## src/design/cmp_ctrl_pkg.sv

```systemverilog
package cmp_ctrl_pkg;

  // ----------------------------------------------------------------
  // Register byte addresses
  // ----------------------------------------------------------------
  localparam logic [7:0] ADDR_CTRL0_ONE = 8'h00;
  localparam logic [7:0] ADDR_CTRL1_ONE = 8'h04;
  localparam logic [7:0] ADDR_CTRL0_TWO = 8'h08;
  localparam logic [7:0] ADDR_CTRL1_TWO = 8'h0c;
  localparam logic [7:0] ADDR_MIRROR    = 8'h10;
  localparam logic [7:0] ADDR_IRQ_STAT  = 8'h14;
  localparam logic [7:0] ADDR_IRQ_EN    = 8'h18;
  localparam logic [7:0] ADDR_IRQ_CLR   = 8'h1c;

  // ----------------------------------------------------------------
  // Control register zero fields
  // ----------------------------------------------------------------
  localparam int C0_ON     = 7;
  localparam int C0_RESULT = 6;
  localparam int C0_PIN_EN = 5;
  localparam int C0_INVERT = 4;
  localparam int C0_SPEED  = 2;
  localparam int C0_HYST   = 1;
  localparam int C0_SYNC   = 0;

  // Writable mask and reset value of control zero (result bit is read only)
  localparam logic [7:0] C0_WMASK = 8'hb7;
  localparam logic [7:0] C0_RESET = 8'h04;

  // ----------------------------------------------------------------
  // Control register one fields
  // ----------------------------------------------------------------
  localparam int C1_RISE  = 7;
  localparam int C1_FALL  = 6;
  localparam int C1_PSEL  = 4;
  localparam int C1_NSEL  = 0;
  localparam logic [7:0] C1_WMASK = 8'hf3;
  localparam logic [7:0] C1_RESET = 8'h00;

  // Positive input routing codes
  localparam logic [1:0] PSEL_PIN    = 2'h0;
  localparam logic [1:0] PSEL_DAC    = 2'h1;
  localparam logic [1:0] PSEL_FIXED  = 2'h2;
  localparam logic [1:0] PSEL_SHARED = 2'h3;

  localparam int NUM_CMP = 2;

endpackage

```

## src/design/cmp_channel.sv

```systemverilog
`timescale 1ns/100ps
// One comparator: polarity, sync latch, per-cycle latch, edge flag
module cmp_channel
  import cmp_ctrl_pkg::*;
(
  // Clock and reset
  input  wire logic       pclk,
  input  wire logic       presetn,
  // Control
  input  wire logic [7:0] ctrl0,
  input  wire logic [7:0] ctrl1,
  input  wire logic       flag_clear,
  // Analog side
  input  wire logic       raw_compare,
  input  wire logic       tmr1_clk,
  // Results
  output logic            result,
  output logic            ext_result,
  output logic            event_flag
);

  logic post_pol;
  logic result_q;
  logic sync_q;
  logic tclk_q;
  logic flag_q;
  logic rise;
  logic fall;

  // A disabled comparator reads low before polarity is applied
  assign post_pol = (raw_compare & ctrl0[C0_ON]) ^ ctrl0[C0_INVERT];

  // Internal result latched once per cycle
  always_ff @(posedge pclk or negedge presetn)
  begin
    if (!presetn)
      result_q <= 1'b0;
    else
      result_q <= post_pol;
  end

  // Falling edge of the (prescaled) Timer1 clock, sampled as a level
  always_ff @(posedge pclk or negedge presetn)
  begin
    if (!presetn)
      tclk_q <= 1'b0;
    else
      tclk_q <= tmr1_clk;
  end

  always_ff @(posedge pclk or negedge presetn)
  begin
    if (!presetn)
      sync_q <= 1'b0;
    else if (tclk_q && !tmr1_clk)
      sync_q <= post_pol;
  end

  assign rise = post_pol & ~result_q;
  assign fall = ~post_pol & result_q;

  // Set wins over a simultaneous clear
  always_ff @(posedge pclk or negedge presetn)
  begin
    if (!presetn)
      flag_q <= 1'b0;
    else if ((rise && ctrl1[C1_RISE]) || (fall && ctrl1[C1_FALL]))
      flag_q <= 1'b1;
    else if (flag_clear)
      flag_q <= 1'b0;
  end

  assign result     = result_q;
  assign ext_result = ctrl0[C0_SYNC] ? sync_q : post_pol;
  assign event_flag = flag_q;

endmodule

```

## src/design/dual_comparator_control.sv

```systemverilog
`timescale 1ns/100ps
// Function
// - Result reads one when positive above
// - Invert bit complements reported result
// - Pin enable drives result out, only with output direction
// - Speed select resets to one
// - Hysteresis bit switches hysteresis
// - Sync mode updates on Timer1 falling
// - Rise enable sets flag on rise
// - Fall enable sets flag on fall
// - Positive input select routes positive node
// - Negative input select picks shared pin
// - Mirror register holds both results
// - Unimplemented bits read zero
// - Reset restores documented values
// - Edge during clear leaves flag set
// - Internal result latched every cycle
// - Sync latch uses prescaled Timer1 clock
module dual_comparator_control
  import cmp_ctrl_pkg::*;
(
  // APB
  input  wire logic                pclk,
  input  wire logic                presetn,
  input  wire logic                psel,
  input  wire logic                penable,
  input  wire logic                pwrite,
  input  wire logic [7:0]          paddr,
  input  wire logic [31:0]         pwdata,
  output logic                     pready,
  output logic [31:0]              prdata,
  output logic                     pslverr,
  // Analog cores and Timer1
  input  wire logic [NUM_CMP-1:0]  raw_compare,
  input  wire logic [NUM_CMP-1:0]  tmr1_clk,
  input  wire logic [NUM_CMP-1:0]  pin_direction_out,
  // Analog controls
  output logic [NUM_CMP-1:0]       comparator_on,
  output logic [NUM_CMP-1:0]       speed_power_select,
  output logic [NUM_CMP-1:0]       hysteresis_enable,
  output logic [1:0]               positive_input_select [NUM_CMP],
  output logic [1:0]               negative_input_select [NUM_CMP],
  // Results
  output logic [NUM_CMP-1:0]       result_pin_out,
  output logic [NUM_CMP-1:0]       result_pin_oe,
  output logic [NUM_CMP-1:0]       timer_gate_result,
  output logic [NUM_CMP-1:0]       compare_event_flag,
  output logic                     irq
);

  logic [7:0]         ctrl0_q [NUM_CMP];
  logic [7:0]         ctrl1_q [NUM_CMP];
  logic [NUM_CMP-1:0] irq_en_q;
  logic [NUM_CMP-1:0] result;
  logic [NUM_CMP-1:0] ext_result;
  logic [NUM_CMP-1:0] flag;
  logic [NUM_CMP-1:0] flag_clear;
  logic               wr_en;
  logic               rd_en;
  logic [31:0]        rd_d;
  logic               err_d;

  assign wr_en = psel && penable && pwrite;
  assign rd_en = psel && penable && !pwrite;

  // ----------------------------------------------------------------
  // Control registers
  // ----------------------------------------------------------------
  always_ff @(posedge pclk or negedge presetn)
  begin
    if (!presetn)
    begin
      for (int i = 0; i < NUM_CMP; i++)
        ctrl0_q[i] <= C0_RESET;
    end
    else if (wr_en && !pready)
    begin
      case (paddr)
        ADDR_CTRL0_ONE: ctrl0_q[0] <= pwdata[7:0] & C0_WMASK;
        ADDR_CTRL0_TWO: ctrl0_q[1] <= pwdata[7:0] & C0_WMASK;
        default:        ctrl0_q[0] <= ctrl0_q[0];
      endcase
    end
  end

  always_ff @(posedge pclk or negedge presetn)
  begin
    if (!presetn)
    begin
      for (int i = 0; i < NUM_CMP; i++)
        ctrl1_q[i] <= C1_RESET;
    end
    else if (wr_en && !pready)
    begin
      case (paddr)
        ADDR_CTRL1_ONE: ctrl1_q[0] <= pwdata[7:0] & C1_WMASK;
        ADDR_CTRL1_TWO: ctrl1_q[1] <= pwdata[7:0] & C1_WMASK;
        default:        ctrl1_q[0] <= ctrl1_q[0];
      endcase
    end
  end

  // ----------------------------------------------------------------
  // Interrupt enable
  // ----------------------------------------------------------------
  always_ff @(posedge pclk or negedge presetn)
  begin
    if (!presetn)
      irq_en_q <= '0;
    else if (wr_en && !pready && paddr == ADDR_IRQ_EN)
      irq_en_q <= pwdata[NUM_CMP-1:0];
  end

  always_comb
  begin
    flag_clear = '0;
    if (wr_en && !pready && paddr == ADDR_IRQ_CLR)
      flag_clear = pwdata[NUM_CMP-1:0];
  end

  // ----------------------------------------------------------------
  // Comparator channels
  // ----------------------------------------------------------------
  for (genvar g = 0; g < NUM_CMP; g++)
  begin : g_ch
    cmp_channel u_ch
    (
      .pclk        (pclk),
      .presetn     (presetn),
      .ctrl0       (ctrl0_q[g]),
      .ctrl1       (ctrl1_q[g]),
      .flag_clear  (flag_clear[g]),
      .raw_compare (raw_compare[g]),
      .tmr1_clk    (tmr1_clk[g]),
      .result      (result[g]),
      .ext_result  (ext_result[g]),
      .event_flag  (flag[g])
    );
  end

  // ----------------------------------------------------------------
  // Analog control outputs
  // ----------------------------------------------------------------
  always_ff @(posedge pclk or negedge presetn)
  begin
    if (!presetn)
      comparator_on <= '0;
    else
    begin
      for (int i = 0; i < NUM_CMP; i++)
        comparator_on[i] <= ctrl0_q[i][C0_ON];
    end
  end

  // Speed select comes out of reset in the fast mode
  always_ff @(posedge pclk or negedge presetn)
  begin
    if (!presetn)
      speed_power_select <= '1;
    else
    begin
      for (int i = 0; i < NUM_CMP; i++)
        speed_power_select[i] <= ctrl0_q[i][C0_SPEED];
    end
  end

  always_ff @(posedge pclk or negedge presetn)
  begin
    if (!presetn)
      hysteresis_enable <= '0;
    else
    begin
      for (int i = 0; i < NUM_CMP; i++)
        hysteresis_enable[i] <= ctrl0_q[i][C0_HYST];
    end
  end

  always_ff @(posedge pclk or negedge presetn)
  begin
    if (!presetn)
    begin
      for (int i = 0; i < NUM_CMP; i++)
        positive_input_select[i] <= PSEL_PIN;
    end
    else
    begin
      for (int i = 0; i < NUM_CMP; i++)
        positive_input_select[i] <= ctrl1_q[i][C1_PSEL +: 2];
    end
  end

  always_ff @(posedge pclk or negedge presetn)
  begin
    if (!presetn)
    begin
      for (int i = 0; i < NUM_CMP; i++)
        negative_input_select[i] <= 2'h0;
    end
    else
    begin
      for (int i = 0; i < NUM_CMP; i++)
        negative_input_select[i] <= ctrl1_q[i][C1_NSEL +: 2];
    end
  end

  // ----------------------------------------------------------------
  // Result and flag outputs
  // ----------------------------------------------------------------
  // Pin driver only when the pin direction is output as well
  always_ff @(posedge pclk or negedge presetn)
  begin
    if (!presetn)
      result_pin_oe <= '0;
    else
    begin
      for (int i = 0; i < NUM_CMP; i++)
        result_pin_oe[i] <= ctrl0_q[i][C0_PIN_EN] & pin_direction_out[i];
    end
  end

  // Pin and Timer1 see the same result, re-timed or not
  always_ff @(posedge pclk or negedge presetn)
  begin
    if (!presetn)
      result_pin_out <= '0;
    else
      result_pin_out <= ext_result;
  end

  always_ff @(posedge pclk or negedge presetn)
  begin
    if (!presetn)
      timer_gate_result <= '0;
    else
      timer_gate_result <= ext_result;
  end

  always_ff @(posedge pclk or negedge presetn)
  begin
    if (!presetn)
      compare_event_flag <= '0;
    else
      compare_event_flag <= flag;
  end

  // Only enabled flags reach the interrupt line
  always_ff @(posedge pclk or negedge presetn)
  begin
    if (!presetn)
      irq <= 1'b0;
    else
      irq <= |(flag & irq_en_q);
  end

  // ----------------------------------------------------------------
  // Read path
  // ----------------------------------------------------------------
  always_comb
  begin
    rd_d  = 32'h0000_0000;
    err_d = 1'b0;
    case (paddr)
      ADDR_CTRL0_ONE: rd_d[7:0] = (ctrl0_q[0] & C0_WMASK) | {1'b0, result[0], 6'h00};
      ADDR_CTRL1_ONE: rd_d[7:0] = ctrl1_q[0];
      ADDR_CTRL0_TWO: rd_d[7:0] = (ctrl0_q[1] & C0_WMASK) | {1'b0, result[1], 6'h00};
      ADDR_CTRL1_TWO: rd_d[7:0] = ctrl1_q[1];
      ADDR_MIRROR:    rd_d[7:0] = {6'h00, result[1], result[0]};
      ADDR_IRQ_STAT:  rd_d[NUM_CMP-1:0] = flag;
      ADDR_IRQ_EN:    rd_d[NUM_CMP-1:0] = irq_en_q;
      ADDR_IRQ_CLR:   rd_d = 32'h0000_0000;
      default:        err_d = 1'b1;
    endcase
  end

  // One wait state: pready rises in the second access cycle
  always_ff @(posedge pclk or negedge presetn)
  begin
    if (!presetn)
      pready <= 1'b0;
    else
      pready <= psel && penable && !pready;
  end

  // Read data is captured with the answer and held until the next one
  always_ff @(posedge pclk or negedge presetn)
  begin
    if (!presetn)
      prdata <= 32'h0000_0000;
    else if (psel && penable && !pready)
      prdata <= rd_en ? rd_d : 32'h0000_0000;
  end

  // Error only for an unmapped address, alongside pready
  always_ff @(posedge pclk or negedge presetn)
  begin
    if (!presetn)
      pslverr <= 1'b0;
    else
      pslverr <= psel && penable && !pready && err_d;
  end

endmodule

```

## config.mk

```make
export PLATFORM = sky130hd
export DESIGN_NAME = dual_comparator_control
export DESIGN_NICKNAME = d
export VERILOG_FILES = /design/src/design/cmp_ctrl_pkg.sv /design/src/design/cmp_channel.sv /design/src/design/dual_comparator_control.sv
export SDC_FILE = /design/constraint.sdc
export NUM_CORES = 1
export LEC_CHECK = 0
export CORE_AREA = 2 2 64 111
export DETAILED_ROUTE_END_ITERATION = 10
export DIE_AREA = 0 0 66 113
export DONT_BUFFER_PORTS = 1
export MAX_ROUTING_LAYER = met4
export PLACE_DENSITY = 0.69
export SKIP_LAST_GASP = 1
export SLEW_MARGIN = 10
export SYNTH_ARGS = -nofsm -noshare
export SYNTH_HDL_FRONTEND = slang
export SYNTH_SLANG_ARGS = --single-unit
```

## constraint.sdc

```tcl
create_clock -name pclk -period 2 [get_ports pclk]
set_input_delay 0.2 -clock pclk [delete_from_list [all_inputs] [get_ports pclk]]
set_output_delay 0.2 -clock pclk [all_outputs]
set_load 0.005 [all_outputs]
```

Word level (Yosys, flattened, before mapping)
Cells that the tools add are included.
{"block": "op_classes", "reduce_logical": 29, "bitwise": 17, "n_eq_ne": 7, "n_mux": 11}
{"op": "$eq A8 B5 Y1 const B", "n": 4}
{"op": "$pmux W6 S4", "n": 1}
{"op": "$eq A8 B4 Y1 const B", "n": 2}
{"op": "$or A8 B7 Y8", "n": 2}
{"op": "$logic_and A1 B1 Y1", "n": 14}
{"op": "$pmux W2 S7", "n": 1}
{"op": "$and A1 B1 Y1", "n": 8}
{"op": "$eq A8 B3 Y1 const B", "n": 1}
{"op": "$logic_not A8 Y1", "n": 1}
{"op": "$mux W8", "n": 1}
{"op": "$reduce_and A2 Y1", "n": 4}
{"op": "$reduce_or A8 Y1", "n": 1}
{"op": "$mux W1", "n": 7}
{"op": "$logic_not A1 Y1", "n": 4}
{"op": "$not A1 Y1", "n": 4}
{"op": "$reduce_bool A2 Y1", "n": 2}
{"op": "$and A2 B2 Y2", "n": 1}
{"op": "$logic_or A1 B1 Y1", "n": 2}
{"op": "$mux W2", "n": 1}
{"op": "$reduce_or A2 Y1", "n": 1}
{"op": "$xor A1 B1 Y1", "n": 2}
{"block": "word_totals", "wordCells": 91, "in_bits": 51, "reg_bits": 89}

Longest topological paths before layout
{"block": "depth", "depth_word": 7, "ltp_mapped": 6}

By module
From an unflattened synthesis, not the netlist that was laid out.
{"block": "hier_totals", "cells_unflattened": 199, "area_unflattened_um2": 2766.4}
{"module": "dual_comparator_control", "seq_area_each_um2": 1406.3, "n_inst": 1, "cells_per_inst": 169, "area_each_um2": 2396.0}
{"module": "cmp_channel", "seq_area_each_um2": 100.1, "n_inst": 2, "cells_per_inst": 15, "area_each_um2": 185.2}

Least setup slack after synthesis
No wires, ideal clock.
{"block": "synth_timing", "kind": "register to register", "start": "register pready", "end": "register ctrl1_q[12] (netlist bit)", "setup_time_ns": 0.125, "t_arrival_ns": 1.595, "path_buffers": 0, "setup_slack_ns": 0.280, "path_stages_with_launch": 6, "path_cell_list": "dfrtp_1 > nand3b_4 > inv_2 > nand4_2 > nor4b_4 > mux2_2"}
{"block": "synth_via", "elab_chain_len": 3}
{"item": "start, declared", "line_no": "dual_comparator_control.sv:30", "source": "output logic pready,"}
{"item": "start signal, assigned", "line_no": "dual_comparator_control.sv:281", "source": "pready <= psel && penable && !pready;"}
{"item": "$logic_not A1 Y1", "line_no": "dual_comparator_control.sv:93", "source": "else if (wr_en && !pready)"}
{"item": "$logic_and A1 B1 Y1", "line_no": "dual_comparator_control.sv:93"}
{"item": "$reduce_and A2 Y1 (no line)"}
{"item": "end, declared", "line_no": "dual_comparator_control.sv:52", "source": "logic [7:0] ctrl1_q [NUM_CMP];"}
No other way between the ends.
A chain may end at the register's enable or synchronous reset.

Worst setup path in the final report
{"block": "layout_timing", "start": "register pready", "end": "register ctrl0_q[9] (netlist bit)"}
{"block": "layout_via", "elab_chain_len": 3}
{"item": "$logic_not A1 Y1", "line_no": "dual_comparator_control.sv:76", "source": "else if (wr_en && !pready)"}
{"item": "$logic_and A1 B1 Y1", "line_no": "dual_comparator_control.sv:76"}
{"item": "$reduce_and A2 Y1 (no line)"}
{"item": "end, declared", "line_no": "dual_comparator_control.sv:51", "source": "logic [7:0] ctrl0_q [NUM_CMP];"}
No other way between the ends.

==> impl_metrics.json <==
{
  "outcome": "finished clean",
  "grt_pass1_wl_um": 8380,
  "finalPower_mw": 3.07,
  "p_int_mw": 2.49,
  "hold_viol_final": 0,
  "num_vias": 1578,
  "cp_slowest_cell": "nor4_4",
  "gp_congestion": 0.831,
  "drtIter0Drc": 82,
  "clk_pin_slew_ps": 50,
  "grt_overflow_total": 0,
  "area_growth_pct": 13.8,
  "setup_tns_ps": 0,
  "rows": 39,
  "synth_compound_area_frac": 0.0441,
  "place_hpwl_um": 3840,
  "grt_max_degree": 65,
  "synth_mux_area_frac": 0.180,
  "critPathLaunch": "pready",
  "reg2reg_to": "ctrl0_q[9]",
  "synthFlopType": "dfrtp_1",
  "drive_gt1_frac": 0.292,
  "grt.total_usage": 0.160,
  "end_kind": "flip-flop",
  "place.port_buffers": 0,
  "synth_top_family_by_area": "multiplexers",
  "fp.dieW_um": 66,
  "yosysWarnings": 0,
  "core_um2": 6540,
  "min_period_ps": 1790,
  "die-area_um2": 7460,
  "htree_levels": 3,
  "ant_nets": 0,
  "cp.buffers_inverters": 1,
  "syn_area_um2": 2840,
  "required_ps": 2210,
  "synth_cell_type_count": 45,
  "first_global_vias": 1647,
  "io_pins": 108,
  "rr_startpoint": "pready",
  "antenna_found_initial": 0,
  "max_cap_viol_count": 0,
  "power.leakage_nw": 1.53,
  "rsz0062_at_grt": "no",
  "pwr-share-clk": 0.532,
  "clock_path_buffers": 2,
  "r2r_slack_ps": 210,
  "ys_ff_latch": 64,
  "switching_share": 0.189,
  "finClkSkew_ps": 5.65,
  "pwr_density_cell_nw_per_um2": 950,
  "p_seq_frac": 0.433,
  "vias_per_cell": 5.12,
  "tightest_slew_ps": 507,
  "remaining_drc_errors": 0,
  "min_path_type": "input pin to flip-flop",
  "irDropWorstVdd_uv": 406,
  "final_common_cell": "dfrtp_1",
  "period_share": 0.893,
  "yosys.area_share.simple": 0.109,
  "worst_setup_path_start_kind": "flip-flop",
  "yosys.area_share.adder": 0,
  "insertion_delay_ps": 330,
  "postPlaceCellArea_um2": 2830,
  "critPathTopFamily": "simple AND/OR/NAND/NOR gates",
  "crit_cells": 5,
  "wl_per_cell_um": 16.9,
  "firstDrtPassIters": 4,
  "root_buffer": "clkbuf_16",
  "final_nets": 272,
  "ys_seq_area_frac": 0.566,
  "slew_violations": 0,
  "final_area_um2": 3230,
  "filler_cell_count": 597,
  "cts_num_sinks": 64,
  "arrival_ps": 1990,
  "synthCells": 206,
  "synth-xor-area-share": 0.00617,
  "slew_headroom": 0.659,
  "r2r_cells": 5,
  "mostFrequentLayoutCells": "60 x dfrtp_1, 25 x conb_1, 23 x mux2_2, 15 x nand2_1, 9 x clkbuf_16",
  "final-setup-viol-count": 0,
  "switching_power_uw": 581,
  "path_cells": "nand3b_4 -> inv_2 -> nand4_2 -> nor4_4 -> mux2_2",
  "slowest_delay_ps": 440,
  "n_antenna_cell": 0,
  "critPathKind": "flip-flop to flip-flop",
  "synth_edf_count": 0,
  "crit_fanout": 6,
  "routed_wl_um": 5210,
  "fp.dieH_um": 113,
  "syn_area_per_cell_um2": 13.8,
  "start_util": 0.434,
  "fmax_mhz": 560,
  "cts_tree": "done",
  "power_frac_comb": 0.035,
  "cp-endpoint": "ctrl0_q[9]",
  "numCtsBuffers": 9,
  "synthArstFlopShare": 1.00
}
## timing repair
| action | CTS | global route |
|---|---|---|
| hold buffers | 7 | 0 |
| buffers inserted | 0 | 0 |
| gates resized for setup | 0 | 0 |
| hold endpoints to repair | 69 | 0 |
## stage by stage
stage / utilization / worst slack (ps) / hold WS (ps) / cells
2_1_floorplan: - / 280 / -95.6 / 230
3_3_place_gp: 0.432 / 220 / -94.5 / 285
3_5_place_dp: 0.432 / 212 / -94.7 / 285
4_1_cts: 0.494 / 205 / 2.00 / 308
5_1_grt: 0.494 / 104 / 13.0 / 308
6_report: 0.494 / 215 / 10.7 / 308
## cells in the mapped netlist, drive strengths merged (2+ instances only)
cell type,count,area [um^2]
mux2i,5,50.1
nand2,15,56.3
xnor2,2,17.5
nor3,3,31.3
nor2,2,10.0
mux2,31,372
mux4,4,90.1
o21ai,7,35.0
inv,6,22.5
dfrtp,60,1500
o221ai,2,17.5
and2,4,25.0
a21oi,4,20.0
buf,31,238
dfstp,4,105
nand3b,2,27.5
nor2b,2,12.5
nor4b,2,47.6
nand3,4,20.0
## how the worst min path moves through the flow
stage          startpoint                       end  slack [ps]  depth (start not counted)
2_1_floorplan     presetn          comparator_on[0]        -100                          0
3_3_place_gp      presetn          comparator_on[0]         -90                          0
3_5_place_dp      presetn  positive_input_select[2]         -90                          0
4_1_cts         pwdata[6]               ctrl1_q[14]           2                          1
5_1_grt         pwdata[7]                ctrl0_q[7]          10                          1
6_report        pwdata[6]               ctrl1_q[14]          10                          1
## cell families after synthesis
| logic type | count (synthesis) |
|---|---|
| AOI/OAI and AO/OA | 19 |
| xor gates and xnor gates | 2 |
| buffers and inverters | 38 |
| DFF | 64 |
| muxes | 40 |
| other | 1 |
| and+or+nand+nor | 42 |
## flip-flops by register name (all words and copies together) (netlist names), 4 cells and up
name / cells
ctrl0_q: 12
negative_input_select: 4
ctrl1_q: 12
positive_input_select: 4
prdata: 7
## power groups by stage
stage	Combinational, mW	Clock, mW	Sequential, mW
after floorplan	0.111	0	1.35
after global placement	0.0668	0	1.35
after detailed placement	0.0680	0	1.35
after CTS	0.109	1.66	1.33
after global routing	0.124	1.72	1.33
final	0.108	1.63	1.33
## area by class of cell
| cell class | count | area (um^2) | area share |
|---|---|---|---|
| clock buffer | 13 | 250 | 0.0775 |
| clock inverter | 3 | 65.1 | 0.0201 |
| inverter | 6 | 22.5 | 0.00697 |
| multi-input combinational | 128 | 1060 | 0.328 |
| sequential | 64 | 1610 | 0.497 |
| tap | 82 | 103 | 0.0318 |
| timing repair buffer | 12 | 125 | 0.0387 |
## layer usage
metal / vias to the layer above / GRT usage / share of wire
li1: 703 / - / -
met1: 780 / 0.158 / 0.34
met2: 80 / 0.267 / 0.55
met3: 15 / 0.0567 / 0.077
met4: 0 / 0.0884 / 0.035
met5: - / - / 0
No activity file was read; power rests on OpenSTA's default activity.
